### config.mk
export PLATFORM = sky130hd
export DESIGN_NAME = crf_core_regs
export DESIGN_NICKNAME = d
export VERILOG_FILES = /design/src/pkg/crf_pkg.sv /design/src/rtl/crf_core_regs.sv
export VERILOG_INCLUDE_DIRS = /design/src /design/src/pkg
export SDC_FILE = /design/constraint.sdc
export NUM_CORES = 1
export LEC_CHECK = 0
export BUFFER_PORTS_ARGS = -buffer_cell sky130_fd_sc_hd__buf_2
export CAP_MARGIN = 30
export CORE_MARGIN = 2
export CORE_UTILIZATION = 60
export CTS_BUF_LIST = sky130_fd_sc_hd__clkbuf_16
export CTS_CLUSTER_DIAMETER = 50
export CTS_CLUSTER_SIZE = 28
export DETAILED_ROUTE_END_ITERATION = 16
export MAX_ROUTING_LAYER = met4
export PLACE_DENSITY = 0.84
export SLEW_MARGIN = 0
export SYNTH_ARGS = -nofsm -noshare
export SYNTH_HDL_FRONTEND = slang
export SYNTH_SLANG_ARGS = --single-unit
### constraint.sdc
create_clock -name CLK_SYS -period 2.8 [get_ports CLK_SYS]
set_clock_uncertainty 0.15 [all_clocks]
set_input_delay 0.14 -clock CLK_SYS [delete_from_list [all_inputs] [get_ports CLK_SYS]]
set_output_delay 0.14 -clock CLK_SYS [all_outputs]
set_load 0.01 [all_outputs]
### src/pkg/crf_defs.svh
// offsets, field positions and reset values of the core register group
`ifndef CRF_DEFS_SVH
`define CRF_DEFS_SVH
`define CRF_OFS_IND0 7'h00
`define CRF_OFS_IND1 7'h01
`define CRF_OFS_PCL 7'h02
`define CRF_OFS_FLAGS 7'h03
`define CRF_OFS_PTR0L 7'h04
`define CRF_OFS_PTR0H 7'h05
`define CRF_OFS_PTR1L 7'h06
`define CRF_OFS_PTR1H 7'h07
`define CRF_OFS_BANK 7'h08
`define CRF_OFS_WACC 7'h09
`define CRF_OFS_PCLATCH 7'h0a
`define CRF_OFS_INTCTL 7'h0b
`define CRF_NUM_CORE 7'h0c
`define CRF_BIT_TOUT 4
`define CRF_BIT_PDWN 3
`define CRF_BIT_ZERO 2
`define CRF_BIT_NIB 1
`define CRF_BIT_CARRY 0
`define CRF_FLAGS_POR 8'h18
`define CRF_INTCTL_RST 8'h01
`define CRF_PCLATCH_MASK 8'h7f
`define CRF_BANK_MASK 8'h1f
`define CRF_INTCTL_MASK 8'hc1
`endif

### src/pkg/crf_pkg.sv
// types of the core register group
package crf_pkg;
	typedef enum logic [3:0] {
		CRF_OP_NONE = 4'h0,
		CRF_OP_ADD = 4'h1,
		CRF_OP_SUB = 4'h2,
		CRF_OP_LOGIC = 4'h3,
		CRF_OP_CLR = 4'h4,
		CRF_OP_RRC = 4'h5,
		CRF_OP_RLC = 4'h6,
		CRF_OP_MOVE = 4'h7
	} crf_op_t;
	typedef struct packed {
		logic wr_en;
		logic [6:0] addr;
		logic [7:0] wdata;
		crf_op_t op;
		logic [7:0] opa;
		logic [7:0] opb;
	} crf_req_t;
	typedef struct packed {
		logic wdt_clear;
		logic sleep;
		logic wdt_timeout;
		logic warm_reset;
		logic rst_tout;
		logic rst_pdwn;
	} crf_evt_t;
endpackage : crf_pkg

### src/rtl/crf_core_regs.sv
// core register group with arithmetic and reset flag register
//
// Function
// RQ1 - core registers mirrored in every bank
// RQ2 - offsets 0x00..0x0b decode in fixed order
// RQ3 - flag register accepted as any destination
// RQ4 - computed zero/carry flags override written data
// RQ5 - timeout and power-down flags ignore writes
// RQ6 - clear-file on flags: upper zero, zero set
// RQ7 - software prefers flag-neutral ops for flags
// RQ8 - bits seven to five read zero
// RQ9 - timeout flag set: power-up, clear, sleep
// RQ10 - timeout flag cleared on watchdog timeout
// RQ11 - power-down set: power-up, watchdog clear
// RQ12 - power-down cleared by sleep
// RQ13 - zero flag follows zero result
// RQ14 - nibble carry from bit three
// RQ15 - carry out of msb
// RQ16 - subtraction carries mean no borrow
// RQ17 - subtract by adding two's complement
// RQ18 - rotate through carry loads shifted bit
// RQ19 - power-on sets reset flags, clears arithmetic
// RQ20 - carries act as inverted borrows on subtract
// RQ21 - other flag bits store written value
`timescale 1ns/1ns
`default_nettype none
`include "crf_defs.svh"
module crf_core_regs (
	input wire logic CLK_SYS,
	input wire logic RST_N,
	input var crf_pkg::crf_req_t REQ,
	input var crf_pkg::crf_evt_t EVT,
	output logic [7:0] RDATA,
	output logic [7:0] ALU_RESULT,
	output logic [7:0] FLAGS,
	output logic [7:0] WORKING_ACCUMULATOR_OUT,
	output logic [7:0] BANK_OUT
);
	import crf_pkg::*;

	// --------------------------------------------------------
	// alu
	// --------------------------------------------------------
	logic [8:0] sum;
	logic [4:0] nsum;
	logic [7:0] opb_eff;
	logic cin;
	logic [7:0] res;
	logic upd_z;
	logic upd_c;
	logic c_new;
	logic dc_new;
	logic [6:0] off;

	always_comb begin
		// subtraction adds the complement so the carries become inverted borrows
		opb_eff = (REQ.op == CRF_OP_SUB) ? ~REQ.opb : REQ.opb; // [RQ17]
		cin = (REQ.op == CRF_OP_SUB); // [RQ16] [RQ20]
		sum = {1'b0, REQ.opa} + {1'b0, opb_eff} + {8'h00, cin};
		nsum = {1'b0, REQ.opa[3:0]} + {1'b0, opb_eff[3:0]} + {4'h0, cin};
		res = 8'h00;
		upd_z = 1'b0;
		upd_c = 1'b0;
		c_new = 1'b0;
		dc_new = 1'b0;
		unique case (REQ.op)
			CRF_OP_ADD, CRF_OP_SUB: begin
				res = sum[7:0];
				upd_z = 1'b1;
				upd_c = 1'b1;
				c_new = sum[8]; // [RQ15]
				dc_new = nsum[4]; // [RQ14]
			end
			CRF_OP_LOGIC: begin
				res = REQ.opa;
				upd_z = 1'b1;
			end
			CRF_OP_CLR: begin
				res = 8'h00;
				upd_z = 1'b1;
			end
			CRF_OP_RRC: begin
				res = {FLAGS[`CRF_BIT_CARRY], REQ.opa[7:1]};
				upd_c = 1'b1;
				c_new = REQ.opa[0]; // [RQ18]
				dc_new = FLAGS[`CRF_BIT_NIB];
			end
			CRF_OP_RLC: begin
				res = {REQ.opa[6:0], FLAGS[`CRF_BIT_CARRY]};
				upd_c = 1'b1;
				c_new = REQ.opa[7]; // [RQ18]
				dc_new = FLAGS[`CRF_BIT_NIB];
			end
			default: begin
				res = REQ.opa;
			end
		endcase
	end

	// --------------------------------------------------------
	// registers
	// --------------------------------------------------------
	logic [7:0] regs_q [0:11];
	logic [7:0] regs_d [0:11];
	logic [4:0] flags_q;
	logic [4:0] flags_d;
	logic [7:0] alu_q;
	logic [7:0] alu_d;
	logic [7:0] rdata_d;
	logic [7:0] rdata_q;
	logic wr_core;
	logic wr_flags;
	logic [7:0] fl_wr;

	always_comb begin
		off = REQ.addr; // [RQ1] bank bits are not part of the decode
		wr_core = REQ.wr_en && (off < `CRF_NUM_CORE);
		wr_flags = REQ.wr_en && (off == `CRF_OFS_FLAGS); // [RQ3]
		for (int i = 0; i < 12; i++) begin
			regs_d[i] = regs_q[i];
		end
		if (wr_core && !wr_flags) begin
			regs_d[off[3:0]] = res; // [RQ2]
			if (off == `CRF_OFS_PCLATCH) begin
				regs_d[off[3:0]] = res & `CRF_PCLATCH_MASK;
			end
			if (off == `CRF_OFS_BANK) begin
				regs_d[off[3:0]] = res & `CRF_BANK_MASK;
			end
			if (off == `CRF_OFS_INTCTL) begin
				regs_d[off[3:0]] = res & `CRF_INTCTL_MASK;
			end
		end
		flags_d = flags_q;
		fl_wr = res;
		// an op that computes any arithmetic flag discards all three written bits
		if (wr_flags && !upd_z && !upd_c) begin
			// timeout and power-down keep their value [RQ5], upper bits dropped [RQ8]
			flags_d[`CRF_BIT_ZERO] = fl_wr[`CRF_BIT_ZERO]; // [RQ21]
			flags_d[`CRF_BIT_NIB] = fl_wr[`CRF_BIT_NIB]; // [RQ21]
			flags_d[`CRF_BIT_CARRY] = fl_wr[`CRF_BIT_CARRY]; // [RQ21]
		end
		if (upd_z) begin
			flags_d[`CRF_BIT_ZERO] = (res == 8'h00); // [RQ13] [RQ4] [RQ6]
		end
		if (upd_c) begin
			flags_d[`CRF_BIT_CARRY] = c_new; // [RQ4]
			flags_d[`CRF_BIT_NIB] = dc_new; // [RQ4]
		end
		if (EVT.wdt_clear) begin
			flags_d[`CRF_BIT_TOUT] = 1'b1; // [RQ9]
			flags_d[`CRF_BIT_PDWN] = 1'b1; // [RQ11]
		end
		if (EVT.sleep) begin
			flags_d[`CRF_BIT_TOUT] = 1'b1; // [RQ9]
			flags_d[`CRF_BIT_PDWN] = 1'b0; // [RQ12]
		end
		if (EVT.wdt_timeout) begin
			flags_d[`CRF_BIT_TOUT] = 1'b0; // [RQ10]
		end
		if (EVT.warm_reset) begin
			// arithmetic flags are not reset and still follow an op in the same cycle, cause flags follow the cause
			flags_d[`CRF_BIT_TOUT] = EVT.rst_tout; // [RQ19]
			flags_d[`CRF_BIT_PDWN] = EVT.rst_pdwn; // [RQ19]
		end
		alu_d = res;
		rdata_d = 8'h00;
		if (off == `CRF_OFS_FLAGS) begin
			rdata_d = {3'b000, flags_d}; // [RQ8]
		end else if (off < `CRF_NUM_CORE) begin
			rdata_d = regs_d[off[3:0]];
		end
	end

	always_ff @(posedge CLK_SYS or negedge RST_N) begin
		if (!RST_N) begin
			for (int i = 0; i < 12; i++) begin
				regs_q[i] <= 8'h00;
			end
			regs_q[11] <= `CRF_INTCTL_RST;
			flags_q <= 5'(`CRF_FLAGS_POR); // [RQ19]
			alu_q <= 8'h00;
			rdata_q <= 8'h00;
		end else begin
			for (int i = 0; i < 12; i++) begin
				regs_q[i] <= regs_d[i];
			end
			flags_q <= flags_d;
			alu_q <= alu_d;
			rdata_q <= rdata_d;
		end
	end

	assign RDATA = rdata_q;
	assign ALU_RESULT = alu_q;
	assign FLAGS = {3'b000, flags_q};
	assign WORKING_ACCUMULATOR_OUT = regs_q[9];
	assign BANK_OUT = regs_q[8];

	// --------------------------------------------------------
	// assertions
	// --------------------------------------------------------
	a_upper_zero: assert property (@(posedge CLK_SYS) disable iff (!RST_N) FLAGS[7:5] == 3'b000) else $error("upper flag bits set"); // [RQ8]
	a_sleep_pd: assert property (@(posedge CLK_SYS) disable iff (!RST_N) EVT.sleep && !EVT.wdt_timeout && !EVT.warm_reset |=> !FLAGS[3] && FLAGS[4]) else $error("sleep flags wrong"); // [RQ12]
	a_watchdog_clear_op_set: assert property (@(posedge CLK_SYS) disable iff (!RST_N) EVT.wdt_clear && !EVT.sleep && !EVT.wdt_timeout && !EVT.warm_reset |=> FLAGS[4:3] == 2'b11) else $error("clear flags wrong"); // [RQ9]
	a_timeout_clr: assert property (@(posedge CLK_SYS) disable iff (!RST_N) EVT.wdt_timeout && !EVT.warm_reset |=> !FLAGS[4]) else $error("timeout not cleared"); // [RQ10]
	a_write_prot: assert property (@(posedge CLK_SYS) disable iff (!RST_N) !EVT.wdt_clear && !EVT.sleep && !EVT.wdt_timeout && !EVT.warm_reset |=> $stable(FLAGS[4:3])) else $error("reset flags changed"); // [RQ5]
	a_zero_flag: assert property (@(posedge CLK_SYS) disable iff (!RST_N) REQ.op inside {CRF_OP_ADD, CRF_OP_SUB, CRF_OP_LOGIC} |=> FLAGS[2] == (ALU_RESULT == 8'h00)) else $error("zero flag wrong"); // [RQ13]
	a_add_carry: assert property (@(posedge CLK_SYS) disable iff (!RST_N) REQ.op == CRF_OP_ADD |=> FLAGS[0] == $past(({1'b0, REQ.opa} + {1'b0, REQ.opb}) > 9'h0ff)) else $error("carry wrong"); // [RQ15]
	a_sub_borrow: assert property (@(posedge CLK_SYS) disable iff (!RST_N) REQ.op == CRF_OP_SUB |=> FLAGS[0] == $past(REQ.opa >= REQ.opb)) else $error("borrow wrong"); // [RQ16]
	a_nib_borrow: assert property (@(posedge CLK_SYS) disable iff (!RST_N) REQ.op == CRF_OP_SUB |=> FLAGS[1] == $past(REQ.opa[3:0] >= REQ.opb[3:0])) else $error("nibble borrow wrong"); // [RQ14]
	a_rotate_c: assert property (@(posedge CLK_SYS) disable iff (!RST_N) REQ.op == CRF_OP_RRC |=> FLAGS[0] == $past(REQ.opa[0])) else $error("rotate carry wrong"); // [RQ18]
	a_clear_flags: assert property (@(posedge CLK_SYS) disable iff (!RST_N) REQ.op == CRF_OP_CLR && REQ.wr_en && REQ.addr == 7'h03 && !EVT.warm_reset |=> FLAGS[2] && $stable(FLAGS[1:0])) else $error("clear on flags wrong"); // [RQ6]
	a_warm_cause: assert property ( // [RQ19]
		@(posedge CLK_SYS) disable iff (!RST_N)
		EVT.warm_reset |=> FLAGS[4:3] == $past({EVT.rst_tout, EVT.rst_pdwn})
	) else $error("reset cause flags wrong");
	a_rlc_carry: assert property ( // [RQ18]
		@(posedge CLK_SYS) disable iff (!RST_N)
		REQ.op == CRF_OP_RLC |=> FLAGS[0] == $past(REQ.opa[7])
	) else $error("left rotate carry wrong");
	a_add_nibble: assert property ( // [RQ14]
		@(posedge CLK_SYS) disable iff (!RST_N)
		REQ.op == CRF_OP_ADD |=>
		FLAGS[1] == $past(({1'b0, REQ.opa[3:0]} + {1'b0, REQ.opb[3:0]}) > 5'h0f)
	) else $error("nibble carry wrong");
	a_sub_result: assert property ( // [RQ17]
		@(posedge CLK_SYS) disable iff (!RST_N)
		REQ.op == CRF_OP_SUB |=> ALU_RESULT == $past(8'(REQ.opa - REQ.opb))
	) else $error("difference wrong");
	a_flag_store: assert property ( // [RQ21]
		@(posedge CLK_SYS) disable iff (!RST_N)
		REQ.wr_en && REQ.addr == 7'h03 && REQ.op inside {CRF_OP_NONE, CRF_OP_MOVE} |=>
		FLAGS[2:0] == $past(REQ.opa[2:0])
	) else $error("flag write not stored");
	a_bank_width: assert property ( // [RQ2]
		@(posedge CLK_SYS) disable iff (!RST_N)
		BANK_OUT[7:5] == 3'b000
	) else $error("bank selector too wide");
	c_warm: cover property (@(posedge CLK_SYS) EVT.warm_reset);
	c_sub: cover property (@(posedge CLK_SYS) REQ.op == CRF_OP_SUB);
	c_sleep: cover property (@(posedge CLK_SYS) EVT.sleep);
	c_flag_write: cover property (@(posedge CLK_SYS) REQ.wr_en && REQ.addr == 7'h03);
endmodule : crf_core_regs
`default_nettype wire

# Yosys cells after proc, flatten, opt, wreduce, memory -nomap -nowiden
# Cells that the tools add are included.
[totals] register_bits=117 rom_bits=0 ram_bits=0 latchBits=0 mem_count=0 word_cells=78
[op_classes] n_div=0 multipliers=0 bitwise=2 n_shift=0 n_lt_le_gt_ge=3 mux=30 add_sub_neg=4 n_reduce_logical=14 n_eq_ne=10
[op_table] cell="$mux 96" n=6
[op_table] cell="$bwmux 96" n=4
[op_table] cell="$mux 8" n=6
[op_table] cell="$bmux 8 s4" n=1
[op_table] cell="$demux 8 s4" n=1
[op_table] cell="$pmux 8 s4" n=1
[op_table] cell="$eq 7x4->1 const B" n=3
[op_table] cell="$eq 4x3->1 const B" n=3
[op_table] cell="$add 8x8->9" n=1
[op_table] cell="$add 9x1->9" n=1
[op_table] cell="$eq 4x2->1 const B" n=2
[op_table] cell="$logic_not 8->1" n=1
[op_table] cell="$mux 2" n=4
[op_table] cell="$not 8->8" n=1
[op_table] cell="$reduce_or 4->1" n=2
[op_table] cell="$eq 7x2->1 const B" n=1
[op_table] cell="$lt 7x4->1 const B" n=1
[op_table] cell="$logic_and 1x1->1" n=6
[op_table] cell="$add 4x4->5" n=1
[op_table] cell="$add 5x1->5" n=1
[op_table] cell="$ge 5x5->1 const B" n=1
[op_table] cell="$lt 5x1->1 const B" n=1
[op_table] cell="$not 4->5" n=1
[op_table] cell="$eq 4x1->1 const B" n=1
[op_table] cell="6 further kinds" n=12

# Longest topological paths before layout
# Gate-level depths: netlist of run 1.
[depth] ltp_word=20 ltp_mapped=14

# Worst setup path before layout of run 1
# Ideal clock, no wire load.
[synth_timing] path_type="in2reg" startpoint="in REQ[16] (netlist name)" endpoint="reg regs_q[13] (netlist name)" cell_stages=12 arrival_time_ps=3111 setup_slack_ps=-583 t_required_ps=2528 setup_time_ps=122 n_path_buf=2 cell_sequence="buf_6 > or4b_1 > buf_6 > xnor2_1 > ha_1 > nand3b_1 > o211a_4 > o31ai_1 > xor2_1 > a221oi_1 > nor2_1 > a32o_1"
[synth_lines] item="start, declared" line="crf_core_regs.sv:31" text="input var crf_pkg::crf_req_t REQ,"
[synth_lines] item="end signal, assigned by index" line="crf_core_regs.sv:186" text="regs_q[i] <= regs_d[i];"
[synth_lines] item="end, declared" line="crf_core_regs.sv:103" text="logic [7:0] regs_q [0:11];"

# Worst setup path after layout of run 1
[layout_timing] startpoint="in REQ[19] (netlist name)" endpoint="reg rdata_q[6] (netlist: RDATA[6])"
[layout_between] elab_chain_len=20 elab_cells_between_ends=25 cone_classes="add/sub (2); eq/ne (5); mux (17); reduce/logical (1)"
[layout_lines] item="$eq 4x2->1" line="crf_core_regs.sv:57, crf_core_regs.sv:58, crf_core_regs.sv:66"
[layout_lines] item="$mux 8" line="crf_core_regs.sv:57" text="opb_eff = (REQ.op == CRF_OP_SUB) ? ~REQ.opb : REQ.opb;"
[layout_lines] item="$add 8x8->9" line="crf_core_regs.sv:59" text="sum = {1'b0, REQ.opa} + {1'b0, opb_eff} + {8'h00, cin};"
[layout_lines] item="$add 9x1->9" line="crf_core_regs.sv:59"
[layout_lines] item="$pmux 8 s4 *" line="crf_core_regs.sv:66" text="unique case (REQ.op)"
[layout_lines] item="$bwmux 96" line="crf_core_regs.sv:123" text="regs_d[off[3:0]] = res;"
[layout_lines] item="$bwmux 96 (no line)"
[layout_lines] item="$mux 96" line="crf_core_regs.sv:124" text="if (off == `CRF_OFS_PCLATCH) begin"
[layout_lines] item="[4 not listed]"
[layout_lines] item="$bwmux 96 (no line)"
[layout_lines] item="$mux 96 *" line="crf_core_regs.sv:130" text="if (off == `CRF_OFS_INTCTL) begin"
[layout_lines] item="$mux 96 *" line="crf_core_regs.sv:122" text="if (wr_core && !wr_flags) begin"
[layout_lines] item="$bmux 8 s4 *" line="crf_core_regs.sv:171" text="rdata_d = regs_d[off[3:0]];"
[layout_lines] item="$mux 8 (implied by the code) * (2 in a row)" line="crf_core_regs.sv:171"
[layout_lines] item="$mux 8 *" line="crf_core_regs.sv:170" text="end else if (off < `CRF_NUM_CORE) begin"
[layout_lines] item="$mux 8 *" line="crf_core_regs.sv:168" text="if (off == `CRF_OFS_FLAGS) begin"
[layout_lines] item="via rdata_d[6]" line="crf_core_regs.sv:109" text="logic [7:0] rdata_d;"
[layout_lines] item="end signal, assigned" line="crf_core_regs.sv:190" text="rdata_q <= rdata_d;"
[layout_lines] item="end, declared" line="crf_core_regs.sv:110" text="logic [7:0] rdata_q;"
# The timed path passes the listed nets; every way through them passes the cells marked *. The select of a mux whose other input is x is not followed.

==> results.cfg, run 1 <==
[cells_and_area]
drive_gt1_frac = 0.330
fillers = 671
nNetsFinal = 881
final_cell_mix = dfrtp_1, nand2_1, buf_4
diodes = 0
layout.cells.most_common = dfrtp_1
final-instance-count-excl-fill = 976
final_util = 0.808
fin_area_sq_um = 8300
syn2layout_area_growth_pct = 31.3

[timing]
worst_pin_slew_ps = 644
period_share = 1.08
report.final.setup_viol = 19
hold_viol = 0
finalCriticalPeriod_ps = 3030
maxSlewHeadroom = 0.571
fin_setup_tns_ps = -1020
rsz0062_at_grt = true
setup_ws_ps = -227
fmax_mhz = 330
slew_violations = 0

[route]
wire_per_inst_microns = 22.2
drt-vias-per-instance = 6.55
vias = 6396
drtIter0Drc = 749
drtPass1Iterations = 8
drc = 0
totalWireLength_microns = 21600
final_antenna_net_count = 0

[outcome]
outcome = complete, but fails checks
violations = setup timing

[global_routing]
gr-total-overflow = 0
use_met3 = 0.0809
grt_pass1_vias = 6189
grt_util_met2 = 0.616
grt_util_all_layers = 0.394
antenna_found_initial = 0
grt_max_degree = 68
busiest_layer = met2
use_met1 = 0.502
grt_pass1_wl_microns = 33200

[setup_path]
r2r-end = RDATA[0]
critPathKind = primary input to flop
setup.worst_path.end = RDATA[6]
cp-start-kind = primary input
required_ps = 2970
r2r_setup_slack_ps = 640
critPathLaunch = REQ[19]
cp-end-kind = flop
worstRegToRegCells = 8
r2r-start = flags_q[0]
arrival_ps = 3190
crit_path_max_fanout = 5

[power_and_ir_drop]
power.density_nw_per_um2 = 590
p_leak_uw = 0.00383
vdd_drop_max_v = 0.000631

[yosys]
synth_area_leaders = dfrtp_1, o21ai_0, nand2_1, a21oi_1, clkbuf_1
ys_warn_count = 0
synth_top_area_frac = 0.443
yosys.area_share.simple = 0.164
syn_inst = 700
synthAdderAreaFrac = 0.0190
yosysUniqueCellTypes = 73
synth-compound-area-share = 0.246
synth_top_family_by_area = compound AO/OA/AOI/OAI gates
syn_avg_cell_area_sq_um = 9.04
muxShareOfSynthArea = 0.0283
synthXorXnorAreaFrac = 0.0138
syn-cell-area_sq_um = 6320
synth_seq_cells = 115
async_flop_share = 1.00
synth_edf_count = 0
ys_seq_area_frac = 0.456
synthFlopType = dfrtp_1
yosys.area.top_type = dfrtp_1

[placed_design]
detailed_place.area_sq_um = 7240
placedCellCount = 923
port_buffers = 72
post-place-ws_ps = -759
hpwlAfterDp_microns = 14300
place.gp.congestion = 1.01

[die]
ioPinCount = 84
num_rows = 37
core_sq_um = 10300
start_util = 0.615
die_area_sq_um = 11400
die_x_microns = 107
die_h_microns = 107

[flow_run]
drv_cap = 0

[clock_tree]
cts_tree = built
clk_path_buf_depth = 2
insertion_delay_ps = 420
numCtsBuffers = 17
clkSinkCount = 115
clk_pin_slew_ps = 50
cts-root-buf = clkbuf_16
htree_levels = 4

[min_path]
hp-class = primary input to flop
## registers in the layout (all words and copies together) (netlist names)
name	count
ALU_RESULT	8
BANK_OUT	8
RDATA	8
WORKING_ACCUMULATOR_OUT	8
flags_q	5
regs_q	78
## through the flow
step	hold slack (ps)	total power [uW]
after floorplan	-306	2330
after global placement	47.9	2640
after detailed placement	60.1	2670
after CTS	0.501	4760
after global routing	44.5	5060
final	7.06	4900
## worst min path at each step
stage / to / slack (ps) / start / cells past startpoint
2_1_floorplan: ALU_RESULT[0] / -310 / RST_N / 0
5_1_grt: RDATA[7] / 40 / REQ[34] / 4
4_1_cts: RDATA[7] / 0.5 / REQ[32] / 4
3_3_place_gp: regs_q[58] / 50 / RST_N / 1
3_5_place_dp: regs_q[58] / 60 / RST_N / 1
6_report: RDATA[7] / 7 / REQ[32] / 4
## logic make-up (layout without fill, tap and decap cells)
| logic type | count (synthesis) | count (layout) |
|---|---|---|
| buf+inv | 94 | 232 |
| mux | 14 | 14 |
| fa+ha+maj | 9 | 9 |
| other cells | 1 | 3 |
| simple gates | 219 | 219 |
| xor+xnor | 10 | 10 |
| compound gates | 238 | 238 |
| flops | 115 | 115 |
## cell usage after synthesis (6+ instances only)
master,number
dfrtp_1,112
nand2_1,105
o21ai_0,83
clkbuf_1,46
a21oi_1,43
nor2_1,30
buf_4,21
inv_1,20
a211oi_1,17
nand3_1,15
a31oi_1,12
and2_1,12
mux2i_1,10
o31ai_1,10
nand3b_1,9
nor2b_1,9
nor3_1,9
xnor2_1,9
ha_1,8
a32o_1,6
nand2b_1,6
o211ai_1,6
## cell type report
class | count | area, sq um | area share
clock buffers | 17 | 425 | 0.0512
flip-flops and latches | 115 | 2880 | 0.347
multi-input cells | 493 | 3340 | 0.402
inverters | 22 | 82.6 | 0.00995
clock inverters | 14 | 140 | 0.0169
repair buffers | 179 | 1260 | 0.152
well taps | 136 | 170 | 0.0205
## what timing repair did
| action | CTS | global route |
|---|---|---|
| endpoints found under the hold margin | 50 | 0 |
| gates resized for setup | 18 | 58 |
| hold buffers | 5 | 0 |
| gates cloned | 1 | 1 |
| pin swaps | 12 | 21 |
| endpoints found under the setup margin | 23 | 24 |
| setup buffers | 4 | 12 |
## report_power, final
group / internal (uW) / leakage, uW / switching, uW
sequential: 1790 / 0.00155 / 60.7
combinational: 406 / 0.00201 / 562
clock: 1290 / 0.000270 / 788
## per-layer routing
layer,up-vias,wire length (microns)
met2,457,10300
met3,103,2150
met5,-,0
li1,2768,-
met1,3068,8190
met4,0,941
## worst max-delay path, stage by stage
cell      delay [ps]
buf_6             90
or4b_4           590
xnor2_2          180
inv_1             90
fa_2             360
nand3b_1         260
buf_4            200
a21oi_4          160
or3_4            150
a31oi_4          100
o311ai_0         400
a211oi_1         170
nor4_2           300
(Power assumes the default switching activity.)
==> run 2, diff against run 1 <==
- PLACE_DENSITY: 0.84 -> default
- PLACE_DENSITY_LB_ADDON: default -> 0.2
==> run 2 against run 1 <==
  * The run still ends with setup timing left
  * Largest power group unchanged
  * Global-route usage increased by 1.4 points
  * Final area shrank 0.12%
  * Non-clock buffer count rose by 1
  * Critical path depth down 1
  * Combinational power rose by 2%
  * Die area unchanged
  * Flip-flop and latch count did not move
==> results.cfg, run 2 (synthesis gave the netlist of run 1 again) <==
[outcome]
outcome = complete, but fails checks
violations = setup timing

[die]
die_x_microns = 107
die_h_microns = 107
core_sq_um = 10300
ioPinCount = 84
start_util = 0.615
num_rows = 37
die_area_sq_um = 11400

[setup_path]
crit_path_max_fanout = 5
timing.critical_path.max_delay_family = compound AO/OA/AOI/OAI gates
r2r-end = RDATA[0]
r2r-start = flags_q[0]
critPathKind = primary input to flop
critPathMaxStageDelay_ps = 580
path_cells = buf_6, or4b_4, xnor2_2, buf_4, ha_4, nand3b_1, o211a_4, or3_4, a31o_4, o21ai_2, o22ai_1, o31ai_2
worstRegToRegCells = 8
arrival_ps = 3100
required_ps = 2960
crit_slowest_cell = or4b_4
cp-start-kind = primary input
r2r_setup_slack_ps = 660
critical_path_buf_inv_count = 2
cp-end-kind = flop

[route]
totalWireLength_microns = 22400
drtPass1Iterations = 6
drt-vias-per-instance = 6.56
vias = 6426
final_antenna_net_count = 0
wire_per_inst_microns = 22.9
drc = 0
drtIter0Drc = 831

[clock_tree]
clkSinkCount = 115
cts-root-buf = clkbuf_16
numCtsBuffers = 17
clk_path_buf_depth = 2
htree_levels = 4
insertion_delay_ps = 420
clk_pin_slew_ps = 60
cts_tree = built

[global_routing]
use_met3 = 0.0985
use_met1 = 0.515
antenna_found_initial = 0
busiest_layer = met2
grt_pass1_wl_microns = 33700
grt_util_met2 = 0.614
grt_util_all_layers = 0.408
grt_max_degree = 44
gr-total-overflow = 0
grt_pass1_vias = 6180

[cells_and_area]
final_util = 0.807
fillers = 674
final_cell_mix = dfrtp_1, nand2_1, buf_4
largest-register = regs_q
diodes = 0
drive_gt1_frac = 0.319
layout.cells.most_common = dfrtp_1
largest_register_ffs = 78
fin_area_sq_um = 8290
nNetsFinal = 883
syn2layout_area_growth_pct = 31.1

[power_and_ir_drop]
vdd_drop_max_v = 0.000493
total_power_uw = 4980
p_leak_uw = 0.00385
power.density_nw_per_um2 = 600

[timing]
maxSlewHeadroom = 0.552
period_share = 1.05
finalCriticalPeriod_ps = 2930
hold_viol = 0
fmax_mhz = 341
report.final.setup_viol = 20
setup_ws_ps = -134
fin_setup_tns_ps = -838
worst_pin_slew_ps = 670
rsz0062_at_grt = true
slew_violations = 0

[placed_design]
detailed_place.area_sq_um = 7200
port_buffers = 72
place.gp.congestion = 0.971
hpwlAfterDp_microns = 14500

[min_path]
hp-class = primary input to flop
hold_end = ALU_RESULT[4]
min_from = REQ[12]
hold_path_depth = 4

[flow_run]
drv_cap = 0
[run 2: changes by cell type in the layout (fill, tap and decap cells not counted), sizes merged]
cell,delta
buf,-1
bufinv,+1
inv,+4
dlygate4sd3,+1
clkbuf,+1
a31o,+1
clkinvlp,-1
clkinv,-3
[run 2: through the flow]
stage | worst slack [ps] | hold WS [ps] | instances
floorplan | -291 | -306 | 702
global placement | -570 | 57.2 | 921
detailed placement | -742 | 55.1 | 921
CTS | -97.8 | 11.8 | 964
global route | -180 | 20.8 | 979
finish | -134 | 18.3 | 979
[run 2: how the worst max path moves through the flow]
| stage | start | endpoint | slack (ps) | depth (start not counted) |
|---|---|---|---|---|
| after floorplan | REQ[16] | RDATA[2] | -290 | 12 |
| after global placement | REQ[19] | RDATA[4] | -570 | 13 |
| after detailed placement | REQ[19] | RDATA[4] | -740 | 13 |
| after CTS | REQ[16] | RDATA[4] | -100 | 13 |
| after global routing | REQ[18] | RDATA[3] | -180 | 12 |
| final | REQ[18] | RDATA[3] | -130 | 12 |
[run 2: layout make-up]
class / count / area (sq um) / area share
Multi-Input combinational cell: 494 / 3310 / 0.399
Sequential cell: 115 / 2880 / 0.347
Timing Repair Buffer: 180 / 1270 / 0.154
Clock buffer: 17 / 425 / 0.0513
Tap cell: 136 / 170 / 0.0205
Clock inverter: 15 / 151 / 0.0183
Inverter: 22 / 85.1 / 0.0103
[run 2: power by group]
part | leakage (uW) | internal, uW | switching, uW | total (uW)
registers | 0.00155 | 1790 | 64.8 | 1850
logic | 0.00200 | 412 | 572 | 984
clock network | 0.000292 | 1370 | 773 | 2140
[run 2: routing by layer]
layer / routed length [microns] / part of all wire
met1: 8440 / 0.38
met2: 10500 / 0.47
met3: 2250 / 0.10
met4: 1210 / 0.054
met5: 0 / 0
[run 2: repair_timing]
item | CTS | global route
endpoints found under the hold margin | 42 | 0
buffers inserted | 4 | 14
endpoints found under the setup margin | 25 | 26
pin swaps | 6 | 29
gates cloned | 1 | 1
hold buffers | 6 | 0
resized for setup | 19 | 56
[run 2: worst min-delay path: stages]
cell	delay [ps]
buf_2	140
mux2i_4	100
inv_1	80
buf_4	100
==> run 3, diff against run 2 <==
- ABC_AREA: default -> 1
==> run 3 against run 2 <==
  * The flow now finishes without violations
  * Flip-flop and latch count increased by 2
  * Global-route usage decreased by 5.0 points
  * Fmax increased by 11%
  * Largest cell class is now registers
  * Critical path type unchanged
  * Synthesized cell count increased by 15%
  * Hold slack improved by 34 ps
  * Clock power decreased by 6%
  * Largest power group unchanged
  * Cell count increased by 11%
==> results.cfg, run 3 <==
[die]
die_area_sq_um = 11300
start_util = 0.613
core_sq_um = 10200
die_h_microns = 106
ioPinCount = 84
die_x_microns = 106
num_rows = 37

[cells_and_area]
drive_gt1_frac = 0.241
layout.cells.most_common = nand2_1
largest-register = regs_q
nNetsFinal = 995
final-instance-count-excl-fill = 1090
final_cell_mix = nand2_1, dfrtp_1, inv_1
diodes = 0
fillers = 759
largest_register_ffs = 80
syn2layout_area_growth_pct = 25.0
final_util = 0.766

[route]
final_antenna_net_count = 0
drt-vias-per-instance = 5.62
totalWireLength_microns = 18600
drtPass1Iterations = 6
drc = 0
vias = 6129
drtIter0Drc = 530
wire_per_inst_microns = 17.1

[yosys]
syn-cell-area_sq_um = 6270
synth_top_area_frac = 0.455
syn_inst = 803
synthMostInstantiatedCell = nand2_1
synth_commonest_cells = nand2_1, dfrtp_1, inv_1
syn_avg_cell_area_sq_um = 7.81
synth_seq_cells = 117
synth_edf_count = 0
synthFlopType = dfrtp_1
ys_warn_count = 0
synth_area_leaders = dfrtp_1, nand2_1, nand3_1, inv_1, nor2_1
ys_seq_area_frac = 0.467
yosysUniqueCellTypes = 49
async_flop_share = 1.00
yosys.area.top_type = dfrtp_1

[timing]
fin_hold_ws_ps = 52.7
fin_setup_tns_ps = 0
maxSlewHeadroom = 0.665
finalCriticalPeriod_ps = 2640
hold_viol = 0
slew_violations = 0
report.final.setup_viol = 0
worst_pin_slew_ps = 503
rsz0062_at_grt = false
fmax_mhz = 379
period_share = 0.942

[placed_design]
hpwlAfterDp_microns = 13200
place.gp.congestion = 0.985
placedCellCount = 1052
port_buffers = 72

[clock_tree]
cts-root-buf = clkbuf_16
numCtsBuffers = 17
clk_pin_slew_ps = 50
insertion_delay_ps = 410
cts_tree = built
clkSinkCount = 117
htree_levels = 4
clk_path_buf_depth = 2

[global_routing]
use_met1 = 0.461
grt_util_met2 = 0.543
grt_pass1_vias = 6155
grt_pass1_wl_microns = 30000
busiest_layer = met2
grt_max_degree = 53
use_met3 = 0.0871
antenna_found_initial = 0
gr-total-overflow = 0
grt_util_all_layers = 0.358

[min_path]
hold_path_depth = 2
min_from = REQ[35]
hold_end = regs_q[15]
hp-class = primary input to flop

[power_and_ir_drop]
power.density_nw_per_um2 = 602
p_leak_uw = 0.00438
total_power_uw = 4720
vdd_drop_max_v = 0.000506

[setup_path]
critPathKind = primary input to flop
required_ps = 2990
r2r_setup_slack_ps = 570
cp-end-kind = flop
r2r-start = flags_q[0]
arrival_ps = 2830
r2r-end = RDATA[0]
cp-start-kind = primary input
crit_path_max_fanout = 9
worstRegToRegCells = 14

[flow_run]
drv_cap = 0

[outcome]
outcome = complete, no violations
[run 3: cell types whose count changed after synthesis, moves of 11 or more]
cell,previous run,this run
nand3_1,15,80
and2_1,12,0
o21ai_0,83,39
inv_1,20,83
nand2_1,105,216
a31oi_1,12,1
clkbuf_1,46,12
o22ai_1,5,23
o21ai_1,4,34
nor2_1,30,63
inv_2,0,11
a211oi_1,17,0
a21oi_1,43,10
[run 3: area by class of cell]
class / count / area [sq um] / share of cell area
clock inverters: 14 / 123 / 0.0156
inverters: 99 / 384 / 0.0490
clock buffers: 17 / 425 / 0.0543
well taps: 136 / 170 / 0.0217
multi-input cells: 547 / 2730 / 0.348
flip-flops and latches: 117 / 2930 / 0.374
repair buffers: 160 / 1080 / 0.137
[run 3: where the power goes]
part / total, uW / internal [uW] / switching, uW
Combinational: 829 / 316 / 513
Clock: 2010 / 1280 / 735
Sequential: 1880 / 1830 / 53.4
[run 3: stage by stage]
| stage | worst slack (ps) | cell area [sq um] |
|---|---|---|
| floorplan | 136 | 6280 |
| global placement | -149 | 7190 |
| detailed placement | -259 | 7190 |
| CTS | 97.8 | 7790 |
| global route | 44.2 | 7840 |
| finish | 161 | 7840 |
[run 3: per-layer routing]
metal	share of wire	vias to the layer above
met1	0.41	2866
met5	0	-
met4	0.036	0
met3	0.090	74
li1	-	2871
met2	0.46	318
[run 3: worst max path at each step]
stage	slack, ps	depth (start not counted)	end	startpoint
floorplan	140	19	RDATA[4]	REQ[19]
global placement	-150	19	RDATA[7]	REQ[19]
detailed placement	-260	22	RDATA[7]	REQ[19]
CTS	100	17	RDATA[7]	REQ[31]
global route	40	18	RDATA[2]	REQ[31]
finish	160	18	RDATA[2]	REQ[31]
[run 3: kinds of logic (layout without fill, tap and decap cells)]
logic type | after synthesis | after routing | synth area share
and+or+nand+nor | 397 | 397 | 0.278
buffers and inverters | 141 | 290 | 0.104
AOI/OAI and AO/OA | 130 | 130 | 0.120
DFF | 117 | 117 | 0.467
adders and majority gates | 9 | 9 | 0.0191
xor gates and xnor gates | 8 | 8 | 0.0112
other | 1 | 3 | 0.000598
[run 3: timing repair]
item	in CTS	in global routing
hold buffers	6	0
gates resized for setup	0	10
buffers inserted	0	1
hold endpoints to repair	45	0
endpoints found under the setup margin	0	7
[run 3: critical path, cell delays in order]
cell and delay, ps:
dlygate4sd3_1 550, buf_2 140, inv_2 80, nand2_4 120
nor2_2 60, a21oi_2 140, nand2_2 100, inv_6 130
nand2_8 70, buf_4 210, nor2_8 170, inv_2 130
o21a_1 210, nand2_1 50, o21ai_0 90, o21ai_1 150
nand4_1 150, nand2_1 110
